## config.mk

```make
export PLATFORM = sky130hd
export DESIGN_NAME = sacs_sequencer
export DESIGN_NICKNAME = d
export VERILOG_FILES = /design/src/shared/sacs_pkg.sv /design/src/sacs_sequencer.sv
export SDC_FILE = /design/constraint.sdc
export NUM_CORES = 1
export LEC_CHECK = 0
export CORE_MARGIN = 2
export CORE_UTILIZATION = 43
export DETAILED_ROUTE_END_ITERATION = 7
export DONT_BUFFER_PORTS = 1
export PLACE_DENSITY = 0.69
export SLEW_MARGIN = 40
export SYNTH_ARGS = -nofsm -noshare
export SYNTH_HDL_FRONTEND = slang
export SYNTH_SLANG_ARGS = --single-unit
```

## constraint.sdc

```tcl
create_clock -name ref_clk -period 2.5 [get_ports ref_clk]
set_input_delay 0.125 -clock ref_clk [delete_from_list [all_inputs] [get_ports ref_clk]]
set_output_delay 0.125 -clock ref_clk [all_outputs]
set_load 0.02 [all_outputs]
```

## src/shared/sacs_pkg.sv

```systemverilog
// Package of constants and types for the conversion sequencer.
// How it works
// - A conversion start turns the internal conversion clock on and clears the whole approximation register.
// - Once a conversion has begun it runs to completion and cannot be aborted or restarted.
// - While converting, the result is not driven onto the data outputs.
// - At the end of the trials the clock stops, status falls, and the result becomes readable.
// - Bits are tried one per clock from MSB to LSB, kept if the trial sum stays below the held input.
// - After the last trial the approximation register holds the full binary result.
// - A falling edge on the read/convert select input starts sampling and then conversion.
// - The first two internal clock cycles after a start acquire the input and form the aperture delay.
// - After acquisition the sample is held, the input is disconnected and the bit trials run.
// - Acquisition time is counted in internal clock cycles and so follows the clock rate.
// - Status is high only while converting, and a further start meanwhile has no effect.
// - The length-select input, latched at the start, ends after 8 bits when high or 12 bits when low.
// - Data outputs stay off unless read/convert is high, status is low, enable is high and select is low.
package sacs_pkg;

    localparam int          SACS_BITS        = 12;
    localparam int          SACS_SHORT_BITS  = 8;
    localparam int          SACS_ACQ_CYCLES  = 2;
    localparam logic [3:0]  SACS_LAST_LONG   = 4'h0;
    localparam logic [3:0]  SACS_LAST_SHORT  = 4'h4;
    localparam logic [3:0]  SACS_MSB_INDEX   = 4'hB;
    localparam logic [1:0]  SACS_ACQ_LAST    = 2'h1;
    localparam logic [11:0] SACS_SAR_RESET   = 12'h000;
    // Nominal acquisition time in nanoseconds with its spread; the logic uses the fixed SACS_ACQ_CYCLES count instead.
    localparam int          SACS_ACQ_TIME_NS = 2900;
    localparam int          SACS_ACQ_SPREAD_NS = 1100;
    localparam int          SACS_CLK_NS      = 50;

    typedef enum logic [3:0] {
        SACS_IDLE    = 4'b0001,
        SACS_ACQUIRE = 4'b0010,
        SACS_TRIAL   = 4'b0100,
        SACS_DONE    = 4'b1000
    } sacs_state_t;

    typedef struct packed {
        logic readConvert;
        logic chipEnable;
        logic chipSelectN;
        logic lengthByteSelect;
        logic twelveEightSel;
    } sacs_ctrl_t;

endpackage : sacs_pkg

```

## src/sacs_sequencer.sv

```systemverilog
// Control and sequencing logic of a 12-bit successive-approximation converter.
`timescale 1ns/1ps
`default_nettype none
module sacs_sequencer
(
    // Clock and reset
    input  wire logic                ref_clk,
    input  wire logic                arst_n,
    // Control inputs
    input  wire sacs_pkg::sacs_ctrl_t ctrl,
    // Comparator result: high when the trial sum is below the held input
    input  wire logic                trialBelow,
    // Analog front-end controls
    output logic                     convClkEn,
    output logic                     sampleConnect,
    output logic [11:0]              capacitiveDac,
    // Status and data
    output logic                     conversionStatus,
    output logic [11:0]              dataOut,
    output logic [11:0]              dataOutEnN
);
    import sacs_pkg::*;

    sacs_state_t state_reg;
    logic        rcPrev_reg;
    logic        shortLen_reg;
    logic [1:0]  acqCnt_reg;
    logic [3:0]  bitIdx_reg;
    logic [11:0] sar_reg;
    logic [11:0] sar_next;
    logic        startEdge;
    logic        readOk;
    logic [11:0] readData;
    logic [11:0] readEnN;
    logic [3:0]  lastIdx;
    // Decoded events of the sequence, shared by the state machine and the output registers.
    sacs_state_t state_next;
    logic        startTaken;
    logic        acqLast;
    logic        lastTrial;

    // Chip enable and select must also be in their active states for a start.
    assign startEdge = rcPrev_reg && !ctrl.readConvert && ctrl.chipEnable
                       && !ctrl.chipSelectN;
    assign lastIdx = shortLen_reg ? SACS_LAST_SHORT : SACS_LAST_LONG;
    // A start only counts in idle; this one term is what keeps a running conversion intact.
    assign startTaken = (state_reg == SACS_IDLE) && startEdge;
    assign acqLast    = (state_reg == SACS_ACQUIRE) && (acqCnt_reg == SACS_ACQ_LAST);
    assign lastTrial  = (state_reg == SACS_TRIAL) && (bitIdx_reg == lastIdx);

    // History resets high, so a select held low through reset release is taken as a falling edge and starts a conversion.
    always_ff @(posedge ref_clk or negedge arst_n)
    begin
        if (!arst_n)
            rcPrev_reg <= 1'b1;
        else
            rcPrev_reg <= ctrl.readConvert;
    end

    // Starts are only accepted in idle, so a start during a conversion is ignored.
    always_comb
    begin
        state_next = state_reg;
        case (state_reg)
            SACS_IDLE:    if (startEdge) state_next = SACS_ACQUIRE;
            SACS_ACQUIRE: if (acqLast) state_next = SACS_TRIAL;
            SACS_TRIAL:   if (lastTrial) state_next = SACS_DONE;
            SACS_DONE:    state_next = SACS_IDLE;
            default:      state_next = SACS_IDLE;
        endcase
    end

    always_ff @(posedge ref_clk or negedge arst_n)
    begin
        if (!arst_n)
            state_reg <= SACS_IDLE;
        else
            state_reg <= state_next;
    end

    // Only the start latches the length, so a later change of the select pin cannot alter it.
    always_ff @(posedge ref_clk or negedge arst_n)
    begin
        if (!arst_n)
            shortLen_reg <= 1'b0;
        else if (startTaken)
            shortLen_reg <= ctrl.lengthByteSelect;
    end

    // Acquisition is counted in clock cycles, so its length in time scales with the clock rate.
    always_ff @(posedge ref_clk or negedge arst_n)
    begin
        if (!arst_n)
            acqCnt_reg <= 2'h0;
        else if (state_reg == SACS_ACQUIRE)
            acqCnt_reg <= acqCnt_reg + 2'h1;
        else
            acqCnt_reg <= 2'h0;
    end

    // The index reloads whenever no trial runs, so every conversion begins at the MSB.
    always_ff @(posedge ref_clk or negedge arst_n)
    begin
        if (!arst_n)
            bitIdx_reg <= SACS_MSB_INDEX;
        else if (state_reg == SACS_TRIAL)
            bitIdx_reg <= bitIdx_reg - 4'h1;
        else
            bitIdx_reg <= SACS_MSB_INDEX;
    end

    // Trial bit is set in the DAC word; the comparator decides whether it stays.
    always_comb
    begin
        sar_next = sar_reg;
        if (startTaken)
            sar_next = SACS_SAR_RESET;
        else if (state_reg == SACS_TRIAL && !trialBelow)
            sar_next[bitIdx_reg] = 1'b0;
        else if (state_reg == SACS_TRIAL)
            sar_next[bitIdx_reg] = 1'b1;
    end

    // The result stays here until the next start clears it, so it may be read many times.
    always_ff @(posedge ref_clk or negedge arst_n)
    begin
        if (!arst_n)
            sar_reg <= SACS_SAR_RESET;
        else
            sar_reg <= sar_next;
    end

    // The DAC drives the trial word: held result plus the bit under test.
    always_ff @(posedge ref_clk or negedge arst_n)
    begin
        if (!arst_n)
            capacitiveDac <= SACS_SAR_RESET;
        else if (acqLast)
            capacitiveDac <= 12'h800;
        else if (state_reg == SACS_TRIAL && bitIdx_reg != lastIdx)
            capacitiveDac <= sar_next | (12'h001 << (bitIdx_reg - 4'h1));
        else
            capacitiveDac <= sar_next;
    end

    // The clock enable spans exactly the conversion, so the trial logic never runs while idle.
    always_ff @(posedge ref_clk or negedge arst_n)
    begin
        if (!arst_n)
            convClkEn <= 1'b0;
        else if (startTaken)
            convClkEn <= 1'b1;
        else if (lastTrial)
            convClkEn <= 1'b0;
    end

    // Status rises with the clock enable and falls with the last trial; reads wait on it.
    always_ff @(posedge ref_clk or negedge arst_n)
    begin
        if (!arst_n)
            conversionStatus <= 1'b0;
        else if (startTaken)
            conversionStatus <= 1'b1;
        else if (lastTrial)
            conversionStatus <= 1'b0;
    end

    // The input is connected for the acquisition cycles only, then isolated from the trials.
    always_ff @(posedge ref_clk or negedge arst_n)
    begin
        if (!arst_n)
            sampleConnect <= 1'b0;
        else if (startTaken)
            sampleConnect <= 1'b1;
        else if (acqLast)
            sampleConnect <= 1'b0;
    end

    // Read gating: the four conditions, then full word, upper byte or low nibble.
    always_comb
    begin
        readOk   = ctrl.readConvert && !conversionStatus && ctrl.chipEnable
                   && !ctrl.chipSelectN;
        readData = 12'h000;
        readEnN  = 12'hFFF;
        if (readOk && ctrl.twelveEightSel)
        begin
            readData = sar_reg;
            readEnN  = 12'h000;
        end
        else if (readOk && !ctrl.lengthByteSelect)
        begin
            readData = {sar_reg[11:4], 4'h0};
            readEnN  = 12'h00F;
        end
        else if (readOk)
        begin
            readData = {sar_reg[3:0], 8'h00};
            readEnN  = 12'h00F;
        end
    end

    // Registering the read path costs a cycle of latency but keeps every pin on a flip-flop.
    always_ff @(posedge ref_clk or negedge arst_n)
    begin
        if (!arst_n)
            dataOut <= 12'h000;
        else
            dataOut <= readData;
    end

    always_ff @(posedge ref_clk or negedge arst_n)
    begin
        if (!arst_n)
            dataOutEnN <= 12'hFFF;
        else
            dataOutEnN <= readEnN;
    end

endmodule : sacs_sequencer
`default_nettype wire

```

==> results by group <==
Route
  • DR WL/cell: 16.3 um
  • DRC errors left: 0
  • Final ANT Viol Nets: 0
  • Via count: 1,421
  • Routed wire length: between 4000 and 5000 um
  • Initial drt markers: 104
  • Via density per instance: 5.32
  • TritonRoute pass-1 iters: 4

Flow run
  • Max-cap check violation count: 0

Yosys
  • EDFF count, synth: 0
  • Synth Instances: roughly 200
  • YS warnings: 0
  • Yosys reg bits: 52
  • Post-synth cell types: 39
  • Synth Net Count: 215
  • Multiplexer share of the synthesized area: 6.90%
  • Most common cell in the netlist: dfrtp_1
  • Syn_area_per_cell: 11.8 um^2
  • Register area share after synthesis: 56.0%
  • Xor-xnor portion of the synthesized cell area: 0.749%
  • Asr flop ratio synth: 100%
  • Post-synth top cells: 45 x dfrtp_1, 22 x nor2_1, 15 x mux2i_1
  • Synth Area in Simple Gates: 18.1%
  • Mapped cell area: 2340 um^2
  • Largest family of logic cells by synthesized area: simple AND/OR/NAND/NOR gates
  • Area leader, netlist: dfrtp_1
  • Area fraction of the dominant cell type after synthesis: 48.1%
  • Main synth FF type: dfrtp_1
  • Synth top area cells: dfrtp_1 48%, dfstp_2 7.9%, mux2i_1 6.4%, ha_1 4.8%, o2bb2ai_1 4.1%
  • Synth Area in Compound Gates: roughly 7.6%
  • Post-Synth Adder-Cell Area: 4.81%

STA
  • Rel. slew slack: approximately half
  • Clk_skew: 0.00263 ns
  • Min Hold Slack: 0.00751 ns
  • Worst-Margin Slew: 0.778 ns
  • Slew Limit Fails: 0
  • Fmax: roughly 0.5 GHz
  • RSZ-0062 raised after global routing: no
  • # setup viols final: 0
  • Setup TNS: 0 ns
  • Final hold violations: 0
  • Crit share post-route: ~78%
  • Post-layout min period: 1.94 ns

Placement
  • Global placement routability congestion: 0.845
  • Post-DP HPWL: between 3000 and 4000 um
  • Placed insts: 253
  • Port bufs: 0

Floorplan
  • CORE AREA: 5170 um^2
  • Std-Cell Rows: 26
  • Die width: around 78 um
  • Starting density of the core: 45.2%
  • Die area: 6050 um^2
  • Die span in y: 77.8 um
  • IO Pins: 47

Global routing
  • Initial antenna violation count: 0
  • GRT Overall Usage: between 10% and 20%
  • Number of global-route vias before repair: 1,373
  • First-pass GRT wire length: 7100 um
  • Grt ovf: 0
  • Largest net degree at the start of global routing: 53

Critical path
  • R2R Path End: capacitiveDac[11]$_DFF_PN0_
  • WP data arrival: 2.13 ns
  • Worst R2R Start: bitIdx_reg[0]$_DFF_PN1_
  • Worst Path Required: 2.69 ns
  • CP max FO: 8
  • Critical Path Start Type: register
  • Critical path class: register to register
  • Reg2Reg Depth: 6
  • Crit end category: register
  • R2R setup slack: between 0.5 and 0.6 ns

Power and ir drop
  • Worst VDD drop: 0.000237 V
  • Leakage: 1.20 nW
  • PwrDens: just under 600 nW/um^2

Finish
  • Layout cells sized above 1: a little over an eighth
  • Area grow syn2layout: 7.33%
  • Utilization after layout: 48.5%
  • Finished Layout Cells: approximately 270
  • # nets final: 213
  • N_diodes: 0

Clock tree
  • Clk slew on worst S/H paths: 0.09 ns
  • Setup bufs post-CTS: 0
  • Worst-Skew Late Latency: roughly 0.3 ns
  • CTS buffer count: 5
  • CTS sink cnt: between 50 and 60
  • Root Buffer: clkbuf_8
  • H-tree depth: 2
  • Clock buffer depth: 2
  • CTS tree: yes

Min path
  • Worst hold stages: 2
  • Min-delay src: trialBelow
  • Hold Crit Endpoint: sar_reg[4]$_DFF_PN0_
  • Hold Path Class: input port to register

Run status
  • Status: finished clean
-- repair_timing --
action                     4_1_cts  5_1_grt
resized for setup                0        0
setup endpoints to repair        0        0
hold buffers                     6        0
hold endpoints to repair        60        0
-- report_power, final --
part | leakage, nW | switching, mW | total, mW | internal, mW
combinational | 0.467 | 0.0434 | 0.0772 | 0.0338
clock | 0.0434 | 0.270 | 0.494 | 0.224
sequential | 0.687 | 0.0498 | 0.924 | 0.874
-- per-layer routing --
layer | vias up | share of wire [%] | wire [um] | GRT usage [%]
met5 | - | 0 | 0 | 0
met1 | 707 | 47 | 2040 | 20.5
met3 | 5 | 5.1 | 221 | 4.30
met4 | 0 | 1.4 | 61 | 4.46
met2 | 38 | 47 | 2030 | 24.4
li1 | 671 | - | - | -
-- worst max-delay path by stage --
stage                                        from                     endpoint  slack, ns  cells past startpoint
after detailed placement  bitIdx_reg[0]$_DFF_PN1_  capacitiveDac[11]$_DFF_PN0_       0.59                      6
after floorplan           bitIdx_reg[0]$_DFF_PN1_  capacitiveDac[11]$_DFF_PN0_       0.72                      6
final                     bitIdx_reg[0]$_DFF_PN1_  capacitiveDac[11]$_DFF_PN0_       0.56                      6
after global placement    bitIdx_reg[0]$_DFF_PN1_  capacitiveDac[11]$_DFF_PN0_       0.64                      6
after global routing      bitIdx_reg[0]$_DFF_PN1_  capacitiveDac[11]$_DFF_PN0_       0.45                      6
after CTS                 bitIdx_reg[0]$_DFF_PN1_  capacitiveDac[11]$_DFF_PN0_       0.56                      6
-- metrics by stage --
| stage | cell area (um^2) | total power, mW | setup WS, ns |
|---|---|---|---|
| after CTS | 2510 | 1.51 | 0.563 |
| final | 2510 | 1.50 | 0.560 |
| after floorplan | 2340 | 0.980 | 0.719 |
| after global routing | 2510 | 1.55 | 0.447 |
| after global placement | 2340 | 0.990 | 0.636 |
| after detailed placement | 2340 | 0.991 | 0.586 |
-- cell type report --
class                           instances  area, um^2
Clock inverter                          2        15.0
Tap cell                               70        87.6
Inverter                                6        22.5
Clock buffer                            6        82.6
Multi-Input combinational cell        122         893
Timing Repair Buffer                    9         100
Sequential cell                        52        1310
Fill cell                             456        2660
-- worst max-delay path, cell delays in order, from the launching register on --
cell and delay (ns):
dfstp_2 0.60, inv_1 0.11, ha_1 0.30, and2_1 0.19
a21oi_1 0.22, nor3_2 0.10, a221o_1 0.31
-- layout by cell type (no fill, tap or decap), types with 5 or more instances in the layout --
cell / instances
dfstp_2: 7
and3_1: 5
mux2i_1: 15
clkbuf_8: 6
inv_1: 6
nand2b_1: 5
and2_1: 6
dfrtp_1: 45
o2bb2ai_1: 11
nand3_1: 11
dlygate4sd3_1: 5
ha_1: 9
nand2_1: 6
nor2_1: 22
-- kinds of logic after synthesis --
logic type | Yosys count
AOI/OAI and AO/OA | 24
xor gates and xnor gates | 2
adders and majority gates | 9
buffers and inverters | 24
DFF | 52
muxes | 16
and+or+nand+nor | 71
No activity file was read; power rests on OpenSTA's default activity.
